$ cat src/logic/oso_params.svh
// Constants of the octal serial output block
`ifndef OSO_PARAMS_SVH
`define OSO_PARAMS_SVH
`define OSO_LANES 8
`define OSO_WBITS 12
`define OSO_HALF 6
`define OSO_SLOT_W 4
`define OSO_LAST_SLOT 4'hb
`define OSO_PIPE_DEPTH 6
`define OSO_FIFO_DEPTH 8
`define OSO_BIT_DIV 2
`define OSO_CLK_MHZ 20
`define OSO_STOP_NS 300
`define OSO_STOP_CYC ((`OSO_STOP_NS * `OSO_CLK_MHZ + 999) / 1000)
`define OSO_RELOCK_US 10
`define OSO_RELOCK_CYC (`OSO_RELOCK_US * `OSO_CLK_MHZ)
`define OSO_CNT_W 9
`define OSO_DRIVE_DEFAULT 2'h0
`define OSO_DESKEW_WORD 12'haaa
`endif

$ cat src/logic/oso_pkg.sv
// Types of the octal serial output block
package oso_pkg;
    typedef enum logic [1:0] {OSO_SRC_DATA, OSO_SRC_CUSTOM, OSO_SRC_SYNC, OSO_SRC_DESKEW} oso_src_e;
    typedef enum logic [1:0] {OSO_LK_LOST, OSO_LK_WAIT, OSO_LK_LOCKED} oso_lock_e;
    typedef logic [95:0] oso_word_t;
endpackage

$ cat src/logic/oso_fifo.sv
// Word FIFO between the conversion pipeline and the serializer
`timescale 1ns/10ps
module oso_fifo #(
    parameter int W = 96,
    parameter int D = 8
) (
    // Clock and reset
    input wire logic clk_sys,
    input wire logic rst_n,
    input wire logic flush,
    // Fill side
    input wire logic in_valid,
    output logic in_ready,
    input wire logic [W-1:0] in_data,
    // Drain side
    output logic out_valid,
    input wire logic out_ready,
    output logic [W-1:0] out_data
);
    localparam int AW = $clog2(D);
    logic [W-1:0] mem [D];
    logic [AW-1:0] wp_r, wp_nxt, rp_r, rp_nxt;
    logic [AW:0] cnt_r, cnt_nxt;
    logic push, pop;

    assign push = in_valid && in_ready;
    assign pop = out_valid && out_ready;
    assign out_data = mem[rp_r];

    always_comb begin
        wp_nxt = wp_r;
        rp_nxt = rp_r;
        cnt_nxt = cnt_r;
        if (flush) begin
            wp_nxt = '0;
            rp_nxt = '0;
            cnt_nxt = '0;
        end else begin
            if (push) wp_nxt = AW'((wp_r + 1'b1) % D);
            if (pop) rp_nxt = AW'((rp_r + 1'b1) % D);
            cnt_nxt = cnt_r + (AW+1)'(push) - (AW+1)'(pop);
        end
    end

    always_ff @(posedge clk_sys or negedge rst_n) begin
        if (!rst_n) begin
            wp_r <= '0;
            rp_r <= '0;
            cnt_r <= '0;
            in_ready <= 1'b0;
            out_valid <= 1'b0;
        end else begin
            wp_r <= wp_nxt;
            rp_r <= rp_nxt;
            cnt_r <= cnt_nxt;
            in_ready <= (cnt_nxt != (AW+1)'(D));
            out_valid <= (cnt_nxt != '0);
        end
    end

    always_ff @(posedge clk_sys) begin
        if (push && !flush) mem[wp_r] <= in_data;
    end
endmodule // oso_fifo

$ cat src/logic/oso_serializer.sv
// Octal serial lane output: pipeline, word FIFO, serializer, clocks, training patterns
// Contract
// - Shift each parallel word out serially
// - One full word per lane per frame
// - LSB first by default, MSB option
// - Bit clock toggles every bit slot
// - Frame clock marks twelve-bit word start
// - Deskew sends alternating zero-one bits
// - Sync sends six zeros, six ones
// - Custom pattern replaces conversion data
// - Power-down tri-states all output drivers
// - Four drive settings, first is default
// - Relock wait after short clock stop
// - Sample on sample clock rising edge
// - Six and a half cycle latency; pipeline pushes after five and a half
// - Reset zeros lanes, clocks keep toggling
// - Per-channel power-down from configuration
`timescale 1ns/10ps
`include "oso_params.svh"
module oso_serializer (
    // Clock and reset
    input wire logic clk_sys,
    input wire logic rst_n,
    // Pins from outside the clock domain
    input wire logic sample_clock_in,
    input wire logic power_down_pin,
    input wire logic reset_pin,
    // Converter words, one 12-bit field per channel
    input wire oso_pkg::oso_word_t conv_data,
    // Configuration
    input wire logic cfg_msb_first,
    input wire logic cfg_deskew,
    input wire logic cfg_sync,
    input wire logic cfg_custom_en,
    input wire logic [`OSO_WBITS-1:0] cfg_custom_pattern,
    input wire logic [`OSO_LANES-1:0] cfg_chan_pd,
    input wire logic [1:0] cfg_drive_sel,
    // Serial lanes and clocks
    output logic [`OSO_LANES-1:0] lane_out,
    output logic [`OSO_LANES-1:0] lane_oe,
    output logic bit_clock_out,
    output logic frame_clock_out,
    output logic clock_oe,
    output logic [1:0] drive_current,
    // Status
    output logic data_valid,
    output logic word_dropped
);
    import oso_pkg::*;

    // ----------------------------------------
    // Pin synchronisers
    // ----------------------------------------
    logic [2:0] s1_r, s2_r;
    logic sck_d_r, sck_rise, sck_fall, pd_s, rstp_s;

    always_ff @(posedge clk_sys or negedge rst_n) begin
        if (!rst_n) begin
            s1_r <= '0;
            s2_r <= '0;
            sck_d_r <= 1'b0;
        end else begin
            s1_r <= {reset_pin, power_down_pin, sample_clock_in};
            s2_r <= s1_r;
            sck_d_r <= s2_r[0];
        end
    end
    assign sck_rise = s2_r[0] && !sck_d_r;
    assign sck_fall = !s2_r[0] && sck_d_r;
    assign pd_s = s2_r[1];
    assign rstp_s = s2_r[2];

    // ----------------------------------------
    // Clock monitor and relock
    // ----------------------------------------
    oso_lock_e lk_r, lk_nxt;
    logic [`OSO_CNT_W-1:0] gap_r, gap_nxt, rel_r, rel_nxt;
    logic locked;

    always_comb begin
        lk_nxt = lk_r;
        gap_nxt = gap_r;
        rel_nxt = rel_r;
        if (sck_rise || sck_fall) begin
            gap_nxt = '0;
        end else if (gap_r != `OSO_CNT_W'(`OSO_STOP_CYC)) begin
            gap_nxt = gap_r + 1'b1;
        end
        case (lk_r)
            OSO_LK_LOST: begin
                if (sck_rise) begin
                    lk_nxt = OSO_LK_WAIT;
                    rel_nxt = '0;
                end
            end
            OSO_LK_WAIT: begin
                if (gap_r == `OSO_CNT_W'(`OSO_STOP_CYC)) begin
                    lk_nxt = OSO_LK_LOST;
                end else if (rel_r == `OSO_CNT_W'(`OSO_RELOCK_CYC - 1)) begin
                    lk_nxt = OSO_LK_LOCKED;
                end else begin
                    rel_nxt = rel_r + 1'b1;
                end
            end
            OSO_LK_LOCKED: begin
                if (gap_r == `OSO_CNT_W'(`OSO_STOP_CYC)) lk_nxt = OSO_LK_LOST;
            end
            default: lk_nxt = OSO_LK_LOST;
        endcase
    end

    always_ff @(posedge clk_sys or negedge rst_n) begin
        if (!rst_n) begin
            lk_r <= OSO_LK_LOST;
            gap_r <= '0;
            rel_r <= '0;
        end else begin
            lk_r <= lk_nxt;
            gap_r <= gap_nxt;
            rel_r <= rel_nxt;
        end
    end
    assign locked = (lk_r == OSO_LK_LOCKED);

    // ----------------------------------------
    // Conversion pipeline, five and a half periods
    // ----------------------------------------
    oso_word_t pipe_r [`OSO_PIPE_DEPTH];
    oso_word_t pipe_nxt [`OSO_PIPE_DEPTH];
    logic [`OSO_PIPE_DEPTH-1:0] pv_r, pv_nxt;
    logic push_pend_r, push_pend_nxt, fifo_in_ready, drop_nxt;
    logic fifo_push, fifo_out_valid, fifo_pop;
    oso_word_t fifo_out;

    // Six rising edges, push on falling
    always_comb begin
        pv_nxt = pv_r;
        push_pend_nxt = push_pend_r;
        for (int i = 0; i < `OSO_PIPE_DEPTH; i++) pipe_nxt[i] = pipe_r[i];
        if (rstp_s || pd_s) begin
            pv_nxt = '0;
            push_pend_nxt = 1'b0;
        end else if (sck_rise) begin
            pipe_nxt[0] = conv_data;
            for (int i = 1; i < `OSO_PIPE_DEPTH; i++) pipe_nxt[i] = pipe_r[i-1];
            pv_nxt = {pv_r[`OSO_PIPE_DEPTH-2:0], 1'b1};
            push_pend_nxt = pv_r[`OSO_PIPE_DEPTH-2];
        end else if (sck_fall) begin
            push_pend_nxt = 1'b0;
        end
    end
    assign fifo_push = sck_fall && push_pend_r && locked && !rstp_s && !pd_s;
    // A full FIFO cannot stall the converter, so the word is lost and flagged on word_dropped
    assign drop_nxt = fifo_push && !fifo_in_ready;

    always_ff @(posedge clk_sys or negedge rst_n) begin
        if (!rst_n) begin
            pv_r <= '0;
            push_pend_r <= 1'b0;
            word_dropped <= 1'b0;
        end else begin
            pv_r <= pv_nxt;
            push_pend_r <= push_pend_nxt;
            word_dropped <= drop_nxt;
        end
    end
    always_ff @(posedge clk_sys) begin
        for (int i = 0; i < `OSO_PIPE_DEPTH; i++) pipe_r[i] <= pipe_nxt[i];
    end

    oso_fifo #(
        .W($bits(oso_word_t)),
        .D(`OSO_FIFO_DEPTH)
    ) u_fifo (
        .clk_sys(clk_sys),
        .rst_n(rst_n),
        .flush(rstp_s || pd_s),
        .in_valid(fifo_push),
        .in_ready(fifo_in_ready),
        .in_data(pipe_r[`OSO_PIPE_DEPTH-1]),
        .out_valid(fifo_out_valid),
        .out_ready(fifo_pop),
        .out_data(fifo_out)
    );

    // ----------------------------------------
    // Serializer and frame timing
    // ----------------------------------------
    function automatic logic pick_bit(input logic [`OSO_WBITS-1:0] w,
                                      input logic [`OSO_SLOT_W-1:0] s, input logic msb);
        logic [`OSO_SLOT_W-1:0] idx;
        idx = msb ? (`OSO_LAST_SLOT - s) : s;
        pick_bit = w[idx];
    endfunction

    logic div_r, div_nxt, bit_en;
    logic [`OSO_SLOT_W-1:0] slot_r, slot_nxt;
    oso_word_t word_r, word_nxt;
    oso_src_e src;
    logic [`OSO_LANES-1:0] lane_nxt, oe_nxt;
    logic bck_nxt, fck_nxt, cke_nxt, frame_start, dv_nxt;
    logic [1:0] drv_nxt;

    // Bit slot rate from a divider of the system clock
    assign div_nxt = (div_r == 1'(`OSO_BIT_DIV - 1)) ? 1'b0 : div_r + 1'b1;
    assign bit_en = (div_r == 1'(`OSO_BIT_DIV - 1));
    assign frame_start = bit_en && (slot_r == `OSO_LAST_SLOT);
    assign fifo_pop = frame_start && fifo_out_valid;

    always_comb begin
        if (cfg_deskew) src = OSO_SRC_DESKEW;
        else if (cfg_sync) src = OSO_SRC_SYNC;
        else if (cfg_custom_en) src = OSO_SRC_CUSTOM;
        else src = OSO_SRC_DATA;
    end

    always_comb begin
        slot_nxt = slot_r;
        word_nxt = word_r;
        lane_nxt = lane_out;
        oe_nxt = lane_oe;
        bck_nxt = bit_clock_out;
        fck_nxt = frame_clock_out;
        cke_nxt = !pd_s;
        if (bit_en) begin
            slot_nxt = (slot_r == `OSO_LAST_SLOT) ? '0 : slot_r + 1'b1;
            // Load next word at frame edge
            if (frame_start) word_nxt = fifo_out_valid ? fifo_out : '0;
            // Bit clock, both edges carry bits
            bck_nxt = slot_r[0];
            // Frame clock high for first half
            fck_nxt = (slot_r < `OSO_SLOT_W'(`OSO_HALF));
            for (int l = 0; l < `OSO_LANES; l++) begin
                case (src)
                    OSO_SRC_DESKEW: lane_nxt[l] = pick_bit(`OSO_DESKEW_WORD, slot_r, 1'b0);
                    OSO_SRC_SYNC: lane_nxt[l] = (slot_r >= `OSO_SLOT_W'(`OSO_HALF));
                    OSO_SRC_CUSTOM: begin
                        lane_nxt[l] = pick_bit(cfg_custom_pattern, slot_r, cfg_msb_first);
                    end
                    OSO_SRC_DATA: begin
                        lane_nxt[l] = pick_bit(word_r[l*`OSO_WBITS +: `OSO_WBITS], slot_r,
                                               cfg_msb_first);
                    end
                    default: lane_nxt[l] = 1'b0;
                endcase
            end
        end
        // Zero code while reset pin active
        if (rstp_s) begin
            lane_nxt = '0;
            word_nxt = '0;
        end
        // Power-down releases every driver; per channel
        oe_nxt = pd_s ? '0 : ~cfg_chan_pd;
        lane_nxt = lane_nxt & oe_nxt;
        // Drive setting, cleared by reset pin
        drv_nxt = rstp_s ? `OSO_DRIVE_DEFAULT : cfg_drive_sel;
        dv_nxt = locked && !rstp_s && !pd_s;
    end

    always_ff @(posedge clk_sys or negedge rst_n) begin
        if (!rst_n) begin
            div_r <= 1'b0;
            slot_r <= '0;
            word_r <= '0;
            lane_out <= '0;
            lane_oe <= '0;
            bit_clock_out <= 1'b0;
            frame_clock_out <= 1'b0;
            clock_oe <= 1'b0;
            drive_current <= `OSO_DRIVE_DEFAULT;
            data_valid <= 1'b0;
        end else begin
            div_r <= div_nxt;
            slot_r <= slot_nxt;
            word_r <= word_nxt;
            lane_out <= lane_nxt;
            lane_oe <= oe_nxt;
            bit_clock_out <= bck_nxt;
            frame_clock_out <= fck_nxt;
            clock_oe <= cke_nxt;
            drive_current <= drv_nxt;
            data_valid <= dv_nxt;
        end
    end

    // ----------------------------------------
    // Assertions
    // ----------------------------------------
    localparam int FCK_HIGH_CYC = `OSO_BIT_DIV * `OSO_HALF;
endmodule // oso_serializer

$ cat config.mk
export PLATFORM = sky130hd
export DESIGN_NAME = oso_serializer
export DESIGN_NICKNAME = d
export VERILOG_FILES = /design/src/logic/oso_pkg.sv /design/src/logic/oso_fifo.sv /design/src/logic/oso_serializer.sv
export VERILOG_INCLUDE_DIRS = /design/src /design/src/logic
export SDC_FILE = /design/constraint.sdc
export NUM_CORES = 1
export LEC_CHECK = 0
export ABC_AREA = 1
export BUFFER_PORTS_ARGS = -buffer_cell sky130_fd_sc_hd__buf_2
export CORE_MARGIN = 5
export CORE_UTILIZATION = 39
export DETAILED_ROUTE_END_ITERATION = 8
export GPL_TIMING_DRIVEN = 0
export SKIP_LAST_GASP = 1
export SYNTH_ARGS = -nofsm -noshare
export SYNTH_HDL_FRONTEND = slang
export SYNTH_HIERARCHICAL = 1
export SYNTH_SLANG_ARGS = --single-unit
$ cat constraint.sdc
create_clock -name clk_sys -period 41.2 [get_ports clk_sys]
set_input_delay 8.24 -clock clk_sys [delete_from_list [all_inputs] [get_ports clk_sys]]
set_output_delay 8.24 -clock clk_sys [all_outputs]
set_load 0.01 [all_outputs]
==> impl_metrics.csv, run 1 <==
group,metric,value,unit
cts,path_clk_slew,60,ps
timing,max_freq,0.104,GHz
hold_path,hold_path.startpoint,"s1_r[2]",
yosys,area_leader_netlist,"edfxtp_1",
grt,globalRoute.totalOverflow,0,
route,route.vias.total,32300,
yosys,postSynth.topFlopCell,"edfxtp_1",
cts,cts-resized-gates,0,
route,wire_per_inst,19.0,um
pwr,max-vdd-ir-drop,0.0000318,V
worst_setup_path,worst_path_maximum_fanout,10,
finish,instances_no_fill,6579,
cts,htree_levels,4,
cts,worst_skew_pair.late_latency,790,ps
timing,slew_viol_final,0,
route,routed_via_density,4.92,
worst_setup_path,crit_arrival,10300,ps
yosys,synth-seq-area-share,78.8,%
finish,diodes,0,
yosys,ys_async_sr_fraction,11.2,%
timing,period_needed,9610,ps
timing,layout_worst_path_cycle_share,23.3,%
place,placed_cells_incl_taps,6297,
timing,grt_setup_unrepaired,"no",
grt,first_global_vias,31800,
floorplan,core-area,0.144,mm^2
timing,finalSetupViolations,0,
worst_setup_path,critical_path_class,"input port to register",
worst_setup_path,critPathLaunchType,"input port",
worst_setup_path,critical_path_required,41890,ps
route,drc,0,
place,place.detailed.hpwl,78.8,mm
pwr,total_leakage_power,24.0,nW
hold_path,hold_wc_path_type,"register to register",
cts,cts_hold_buf,0,
run_status,outcome,"complete, no violations",
yosys,netlist_area,0.0566,mm^2
yosys,synth_area_per_cell,13.5,um^2
place,io_buffer_count,148,
floorplan,initial_core_util,39.3,%
timing,finClkSkew,35.1,ps
yosys,synth_nets,4337,
cts,clock_tree.root_cell,"clkbuf_16",
yosys,synth_edf_count,1344,
timing,tightest_slew,1390,ps
floorplan,chipWidth,391,um
floorplan,chipHeight,391,um
worst_setup_path,regToRegStartpoint,"slot_r[2]",
finish,layout_cells_sized_above_1,11.7,%
pwr,powerDensity,46.7,mW/mm^2
floorplan,pin_count,150,
floorplan,floorplan.die_area,0.153,mm^2
cts,clk_path_buf_depth,3,
timing,report.final.hold_viol_count,0,
job,maxCapViolations,0,
route,finalWirelength,125,mm
worst_setup_path,setup.worst_path.end_class,"register",
yosys,ys_seq_elements,1513,
place,gp_congestion,0.801,
finish,area_delta_synth_final,16.1,%
yosys,synth.yosys.warnings,6,
cts,clock_tree_from_tritoncts,"yes",
cts,cts_sinks,1513,
route,detail_route.first_pass.iterations,6,
timing,timing.setup.tns,0,ps
finish,final_nets,4696,
timing,max-slew-margin-rel,7.55,%
route,drt.antenna.violating_nets,0,
route,initialDrtViolationCount,2354,
grt,grt_first_pass_wirelength,189,mm
grt,grt_start_max_net_pins,92,
yosys,netlist_top_cells_area,"edfxtp_1, dfrtp_1, nand2_1",
grt,groute.usage.overall,16.2,%
cts,post_cts_setup_inserts,0,
cts,cts_buffers,158,
floorplan,rows,139,
yosys,synth.cells.most_frequent,"edfxtp_1, nand2_1, nor2_1",
yosys,synth_largest_type_area_fraction,71.3,%
worst_setup_path,setup.worst_path.start,"cfg_msb_first",
yosys,synthesis.instances,4195,
yosys,synth.most_common_cell,"edfxtp_1",
yosys,netlist-cell-type-count,39,
grt,grt_antenna_before_repair,1,
==> metal layers <==
layer,up-vias,part of all wire (%),global-route usage [%]
met4,0,2.4,5.03
met3,193,7.1,3.79
li1,15300,-,-
met5,-,0,0
met1,15800,44,22.4
met2,1007,46,25.7
==> layout make-up <==
cell class | count | area (um^2)
flip-flops and latches | 1513 | 44600
fillers | 12700 | 78100
repair buffers | 199 | 1850
plain buffers | 202 | 1170
inverters | 273 | 1030
multi-input cells | 2207 | 9870
clock inverters | 67 | 601
well taps | 1903 | 2380
clock buffers | 215 | 4230
==> sequential cells by signal (all words and copies together) (netlist names), 2 cells and up <==
| name | count |
|---|---|
| s2_r | 3 |
| s1_r | 3 |
| lane_oe | 8 |
| pv_r | 5 |
| drive_current | 2 |
| lk_r | 2 |
| word_r | 96 |
| u_fifo/mem | 768 |
| u_fifo/rp_r | 3 |
| lane_out | 8 |
| pipe_r | 576 |
| u_fifo/wp_r | 3 |
| gap_r | 9 |
| slot_r | 4 |
| u_fifo/cnt_r | 4 |
| rel_r | 9 |
==> stage by stage <==
step                      total power [mW]  hold slack [ps]  utilization, %  cell area (um^2)  setup WS, ps
after global routing                  3.18              363            45.7             65700         31540
after floorplan                       1.75              331               -             56600         13410
after global placement                1.77              334            41.5             59700          1090
after detailed placement              1.76              336            42.3             60900         30830
after CTS                             3.11              349            45.7             65700         31530
final                                 3.07              347            45.7             65700         31590
==> layout by cell type, fill, tap and decap left out, types with 6 or more instances in the layout <==
master and instances:
a21oi_1 10, buf_1 10, buf_12 40, buf_16 11
buf_2 200, buf_4 23, buf_6 30, bufinv_16 7
clkbuf_1 135, clkbuf_16 161, clkinv_1 29, clkinv_2 16
dfrtp_1 169, edfxtp_1 1344, ha_1 14, inv_1 264
inv_2 6, inv_6 7, nand2_1 966, nand3_1 109
nand3_2 8, nor2_1 525, nor2_4 10, nor3_1 22
nor4_1 6, o21ai_0 239, o21ai_1 167, o32ai_1 96
xor2_1 6
==> cell families after synthesis <==
logic type,synth area share [%]
simple gates,11.5
buf+inv,3.89
fa+ha+maj,0.345
compound gates,5.26
xor+xnor,0.170
flops,78.8
==> final timing paths <==
| kind | end | slack (ps) | cells after the start |
|---|---|---|---|
| hold reg to reg | s2_r[2] | 350 | 0 |
| hold / removal | s2_r[2] | 350 | 0 |
| max in group asynchronous | word_r[81] | 32870 | 2 |
| min in group asynchronous | clock_oe | 7430 | 1 |
| setup reg to reg | u_fifo/in_ready | 36900 | 18 |
| setup / recovery | lane_out[5] | 31590 | 10 |
==> worst max-delay path, cell delays in order <==
cell	delay, ps
buf_4	170
xnor2_2	620
buf_2	440
nand3_1	140
nand3_1	90
nand3_1	140
nand3_1	200
nand3_1	120
nand2_1	90
inv_1	40
==> report_power, final <==
part	leakage [nW]	switching (mW)	internal, mW
registers	14.4	0.00725	1.67
logic	7.21	0.0354	0.0167
clock network	2.33	0.572	0.765
total	24.0	0.615	2.45
Power figures use the tool's default switching activity.
==> run 2: changes to the inputs <==
--- a/config.mk
+++ b/config.mk
@@ -6,7 +6,7 @@
 export SDC_FILE = /design/constraint.sdc
 export NUM_CORES = 1
 export LEC_CHECK = 0
-export ABC_AREA = 1
+export ABC_AREA = 0
 export BUFFER_PORTS_ARGS = -buffer_cell sky130_fd_sc_hd__buf_2
 export CORE_MARGIN = 5
 export CORE_UTILIZATION = 39
==> constraint.sdc (replaced) <==
create_clock -name clk_sys -period 7.91 [get_ports clk_sys]
set_input_delay 1.582 -clock clk_sys [delete_from_list [all_inputs] [get_ports clk_sys]]
set_output_delay 1.582 -clock clk_sys [all_outputs]
set_load 0.01 [all_outputs]
==> run 2 against run 1 <==
Compared with the run above: clock skew increased by 0.80 ps; core utilization increased by 0.78 points; via count decreased by 24%; non-clock buffer count decreased by 81; sequential share of layout area increased by 1.9 points; first-iteration DRC count decreased by 13%; setup slack got worse by 28000 ps; routed wire length decreased by 11%; critical path depth decreased by 3; clock power increased to 5.6 times the previous value; power increased to 5.4 times the previous value; register-to-register slack got worse by 33000 ps; critical path type unchanged; critical endpoint is now lane_out[6]; highest routed layer is now met5.
==> impl_metrics.csv, run 2 <==
group,metric,value,unit
yosys,ys_seq_elements,1513,
worst_setup_path,setup.worst_path.start,"cfg_msb_first",
worst_setup_path,max_stage_delay,1120,ps
timing,slew_viol_final,0,
pwr,combinational_fraction_of_design_power,1.4,%
timing,worst_slack,3820,ps
worst_setup_path,timing.critical_path.buf_inv,2,
timing,finClkSkew,35.9,ps
yosys,area_leader_netlist,"edfxtp_1",
cts,clk_path_buf_depth,3,
pwr,netSwitchingFraction,19.8,%
grt,groute.usage.overall,15.2,%
yosys,synth_edf_count,1344,
cts,cts-resized-gates,0,
yosys,netlist_top_cells_area,"edfxtp_1, mux4_2, dfrtp_1",
cts,post_cts_setup_inserts,0,
yosys,synth_fa_ha_area_share,0.361,%
route,routed_via_density,5.27,
hold_path,hold_wc_path_type,"register to register",
floorplan,pin_count,150,
yosys,synth_nets,2499,
worst_setup_path,setup.worst_path.end_class,"register",
grt,first_global_vias,25900,
grt,globalRoute.totalOverflow,0,
pwr,total_leakage_power,21.1,nW
finish,largest_register_ffs,768,
run_status,outcome,"complete, no violations",
finish,biggestRegsByFlops,"u_fifo/mem: 768 flops, pipe_r: 576 flops, word_r: 96 flops",
yosys,netlist_area,0.0540,mm^2
worst_setup_path,crit_arrival,4690,ps
timing,max-slew-margin-rel,2.94,%
cts,clock_tree.root_cell,"clkbuf_16",
pwr,report.power.total,16.4,mW
pwr,powerDensity,257,mW/mm^2
yosys,netlist-cell-type-count,59,
route,wire_per_inst,23.9,um
grt,grt_start_max_net_pins,116,
hold_path,hold_path.startpoint,"s1_r[2]",
yosys,post_synth_xor_area_fraction,0.278,%
yosys,synth_area_per_cell,22.9,um^2
worst_setup_path,crit_path_top_delay_cell,"nor2_1",
yosys,synth.yosys.warnings,6,
place,io_buffer_count,148,
floorplan,chipHeight,382,um
worst_setup_path,critical_path_class,"input port to register",
worst_setup_path,worst_path_maximum_fanout,10,
finish,area_delta_synth_final,18.4,%
finish,layout_commonest_cell,"edfxtp_1",
yosys,synth.cells.most_frequent,"edfxtp_1, mux4_2, dfrtp_1",
route,drc,0,
pwr,max-vdd-ir-drop,0.000196,V
timing,tightest_slew,1450,ps
job,maxCapViolations,0,
route,drt.antenna.violating_nets,0,
yosys,synth_largest_type_area_fraction,74.7,%
yosys,synthesis.instances,2357,
yosys,synth_compound_gate_area_share,3.01,%
worst_setup_path,critical_path_required,8510,ps
yosys,synth-seq-area-share,82.5,%
cts,cts_hold_buf,0,
route,finalWirelength,112,mm
pwr,net-switching-power,3.25,mW
timing,period_needed,4090,ps
route,detail_route.first_pass.iterations,6,
finish,layout.area.seq,0.0446,mm^2
pwr,internal,13.2,mW
floorplan,core-area,0.138,mm^2
yosys,synth_simple_gate_area_share,1.52,%
finish,fillCellCount,11200,
cts,worst_skew_pair.late_latency,780,ps
finish,top_library_cells_by_usage_in_the_layout_fill_and_taps_aside,"edfxtp_1, mux4_2, dfrtp_1, clkbuf_16, buf_2",
cts,clock_tree_from_tritoncts,"yes",
worst_setup_path,end_point_of_the_critical_path,"lane_out[6]",
timing,layout_worst_path_cycle_share,51.7,%
worst_setup_path,worst-r2r-setup-slack,4160,ps
cts,cts_sinks,1513,
timing,grt_setup_unrepaired,"no",
worst_setup_path,critPathLaunchType,"input port",
route,route.vias.total,24600,
yosys,postSynth.topFlopCell,"edfxtp_1",
finish,instances_no_fill,4662,
finish,layout_cells_sized_above_1,28.7,%
yosys,ys_async_sr_fraction,11.2,%
route,initialDrtViolationCount,2059,
place,gp_congestion,0.765,
place,placed_cells_incl_taps,4367,
finish,final_nets,2874,
finish,layout.cell_area.non_filler,0.0640,mm^2
pwr,p_clk_share,45.3,%
yosys,synth_top_family_by_area,"multiplexers",
timing,timing.setup.tns,0,ps
cts,cts_buffers,157,
worst_setup_path,count_of_cells_along_the_worst_register_to_register_path,10,
finish,registers.top_by_ff_count,"u_fifo/mem",
cts,path_clk_slew,60,ps
worst_setup_path,regToRegEndpoint,"u_fifo/mem[4][73]",
worst_setup_path,regToRegStartpoint,"s2_r[2]",
worst_setup_path,critical_path.cell_chain,"buf_4, xor2_1, buf_4, nor2_1, a22oi_1, a31oi_1, a31oi_1",
yosys,synth.mux.area_fraction,11.1,%
timing,report.final.hold_viol_count,0,
worst_setup_path,cp_top_family,"compound AO/OA/AOI/OAI gates",
floorplan,rows,136,
timing,fin_hold_ws,350,ps
grt,grt_first_pass_wirelength,166,mm
finish,utilization,46.5,%
cts,htree_levels,4,
timing,max_freq,0.244,GHz
floorplan,floorplan.die_area,0.146,mm^2
floorplan,chipWidth,382,um
grt,grt_antenna_before_repair,3,
yosys,synth.most_common_cell,"edfxtp_1",
worst_setup_path,critical_path_depth,7,
floorplan,initial_core_util,39.3,%
finish,multi_input_area,0.00889,mm^2
place,dp_slack,3170,ps
place,place.detailed.hpwl,69.2,mm
place,total_cell_area_at_the_placement_stage,0.0587,mm^2
timing,finalSetupViolations,0,
pwr,seqPwrFrac,53.3,%
-- run 2: metal layers --
metal  part of all wire (%)  track usage, %  vias up
met5                  0.012               0        -
met4                    2.2            4.44        2
met3                    7.9            4.61      192
met2                     47            24.0      873
met1                     43            20.7    13000
li1                       -               -    10500
-- run 2: power by group through the flow --
stage	combinational (mW)	clock, mW	sequential (mW)
finish	0.234	7.44	8.76
global placement	0.209	0	8.94
detailed placement	0.235	0	8.92
floorplan	0.112	0	8.92
global route	0.260	8.01	8.76
CTS	0.236	7.67	8.75
-- run 2: cell families after synthesis --
family | Yosys count
flops | 1513
mux | 331
compound gates | 203
simple gates | 159
buf+inv | 121
xor+xnor | 15
fa+ha+maj | 15
-- run 2: worst min path at each step --
stage | endpoint | depth (start not counted)
2_1_floorplan | s2_r[0] | 0
3_3_place_gp | s2_r[2] | 0
3_5_place_dp | s2_r[2] | 0
4_1_cts | s2_r[2] | 0
5_1_grt | s2_r[2] | 0
6_report | s2_r[2] | 0
-- run 2: area by class of cell --
type / count / area share (%)
inverter: 17 / 0.106
multi-input combinational: 723 / 13.9
antenna: 1 / 0.00391
clock inverter: 92 / 1.74
tap: 1794 / 3.51
sequential: 1513 / 69.7
timing repair buffer: 216 / 3.54
buffer: 104 / 0.945
clock buffer: 202 / 6.58
==> run 3: changes to the inputs <==
==> constraint.sdc (replaced) <==
create_clock -name clk_sys -period 3.9 [get_ports clk_sys]
set_input_delay 0.78 -clock clk_sys [delete_from_list [all_inputs] [get_ports clk_sys]]
set_output_delay 0.78 -clock clk_sys [all_outputs]
set_load 0.01 [all_outputs]
==> run 3 against run 2 <==
Compared with the run above: final area down 0.51%; via count down 0.55%; core utilization down 0.24 points; clock skew up 9.9 ps; critical path type is now register to register; largest cell class unchanged.
==> impl_metrics.csv, run 3 (same netlist as run 2, synthesis figures left out) <==
group,metric,value,unit
finish,final_nets,2880,
grt,grt_antenna_before_repair,2,
grt,first_global_vias,25700,
worst_setup_path,crit_arrival,4270,ps
pwr,max-vdd-ir-drop,0.000327,V
finish,largest_register_ffs,768,
route,detail_route.first_pass.iterations,5,
floorplan,initial_core_util,39.3,%
timing,slew_viol_final,0,
worst_setup_path,worst_path_maximum_fanout,10,
grt,grt_first_pass_wirelength,167,mm
finish,fillCellCount,11200,
route,drt.antenna.violating_nets,0,
cts,cts_buffers,156,
pwr,p_clk_share,44.2,%
grt,groute.usage.overall,15.4,%
worst_setup_path,setup.worst_path.end_class,"register",
finish,area_delta_synth_final,17.8,%
grt,grt.met1_usage,21.0,%
floorplan,core-area,0.138,mm^2
pwr,combinational_fraction_of_design_power,1.5,%
worst_setup_path,critPathLaunchType,"register",
timing,tightest_slew,1200,ps
job,maxCapViolations,0,
worst_setup_path,critical_path_required,4470,ps
grt,met2_usage,24.2,%
timing,report.final.hold_viol_count,0,
timing,grt_setup_unrepaired,"no",
timing,max_freq,0.270,GHz
route,wire_per_inst,24.1,um
finish,multi_input_area,0.00891,mm^2
worst_setup_path,count_of_cells_along_the_worst_register_to_register_path,14,
floorplan,floorplan.die_area,0.146,mm^2
timing,fin_hold_ws,7.35,ps
pwr,total_leakage_power,20.9,nW
cts,clock_tree_from_tritoncts,"yes",
pwr,internal,26.1,mW
finish,registers.top_by_ff_count,"u_fifo/mem",
grt,gr-max-usage-layer,"met2",
grt,grt.met3_usage,4.52,%
finish,biggestRegsByFlops,"u_fifo/mem: 768 flops, pipe_r: 576 flops, word_r: 96 flops",
floorplan,rows,136,
route,finalWirelength,113,mm
cts,cts_sinks,1513,
finish,layout_cells_sized_above_1,29.0,%
finish,top_library_cells_by_usage_in_the_layout_fill_and_taps_aside,"edfxtp_1, mux4_2, dfrtp_1, buf_2, clkbuf_16",
floorplan,pin_count,150,
finish,utilization,46.2,%
pwr,net-switching-power,6.62,mW
route,routed_via_density,5.24,
route,drc,0,
cts,worst_skew_pair.late_latency,760,ps
run_status,outcome,"complete, no violations",
timing,timing.setup.tns,0,ps
pwr,seqPwrFrac,54.3,%
place,gp_congestion,0.761,
timing,finClkSkew,45.8,ps
timing,period_needed,3700,ps
place,io_buffer_count,148,
cts,htree_levels,4,
cts,cts-resized-gates,0,
timing,layout_worst_path_cycle_share,94.8,%
route,route.vias.total,24400,
pwr,powerDensity,514,mW/mm^2
timing,finalSetupViolations,0,
pwr,report.power.total,32.7,mW
route,initialDrtViolationCount,2030,
cts,clk_path_buf_depth,3,
cts,path_clk_slew,60,ps
floorplan,chipWidth,382,um
finish,layout_commonest_cell,"edfxtp_1",
finish,layout.area.seq,0.0446,mm^2
hold_path,hold_wc_path_type,"input port to async pin",
worst_setup_path,critical_path_class,"register to register",
grt,grt_start_max_net_pins,105,
pwr,netSwitchingFraction,20.3,%
timing,max-slew-margin-rel,19.4,%
grt,globalRoute.totalOverflow,0,
cts,clock_tree.root_cell,"clkbuf_16",
place,place.detailed.hpwl,69.7,mm
floorplan,chipHeight,382,um
==> run 3: cell type report <==
class / count / area share, %
Sequential cell: 1513 / 70.0
Inverter: 17 / 0.106
Timing Repair Buffer: 223 / 3.35
Tap cell: 1794 / 3.53
Clock buffer: 204 / 6.60
Antenna cell: 2 / 0.00786
Multi-Input combinational cell: 723 / 14.0
Buffer: 104 / 0.949
Clock inverter: 86 / 1.42
==> run 3: final timing paths <==
kind / from / endpoint / slack, ps
max: slot_r[2] / u_fifo/out_valid / 200
min: rst_n / gap_r[1] / 7
max reg2reg: slot_r[2] / u_fifo/out_valid / 200
min reg2reg: s1_r[1] / s2_r[1] / 360
max in group asynchronous: rst_n / drive_current[0] / 2860
min in group clk_sys: reset_pin / s1_r[2] / 120
==> run 3: through the flow <==
stage | instance area, um^2 | cells | setup WS, ps
CTS | 63600 | 4660 | 24.9
detailed placement | 58500 | 4369 | -28.1
global placement | 57100 | 4299 | -13300
global route | 63600 | 4664 | 61.5
floorplan | 54100 | 2357 | -5750
finish | 63700 | 4666 | 202
==> run 3: repair_timing <==
item / 4_1_cts / 5_1_grt
buffers inserted: 1 / 4
hold buffers: 0 / 0
pin swaps: 2 / 2
endpoints found under the setup margin: 29 / 29
==> run 3: per-layer routing <==
| layer | up-vias | part of all wire [%] |
|---|---|---|
| met5 | - | 0 |
| met4 | 0 | 2.5 |
| met3 | 185 | 8.1 |
| met2 | 873 | 47 |
| met1 | 12800 | 42 |
| li1 | 10600 | - |
==> run 3: critical path: stages, from the launching register on <==
cell and delay [ps]:
dfrtp_1 350, buf_2 270, inv_1 220, ha_1 290
and2_1 290, and3_1 300, nand2_1 150, inv_1 110
ha_1 290, inv_1 40, ha_1 200, fa_1 400
xnor2_1 240, a21o_1 160, nand3_1 180
==> run 3: power groups by stage <==
stage / Combinational (mW) / Sequential, mW / Clock (mW)
floorplan: 0.229 / 18.1 / 0
global placement: 0.433 / 18.1 / 0
detailed placement: 0.488 / 18.1 / 0
CTS: 0.490 / 17.8 / 14.9
global route: 0.539 / 17.8 / 15.6
finish: 0.483 / 17.8 / 14.5
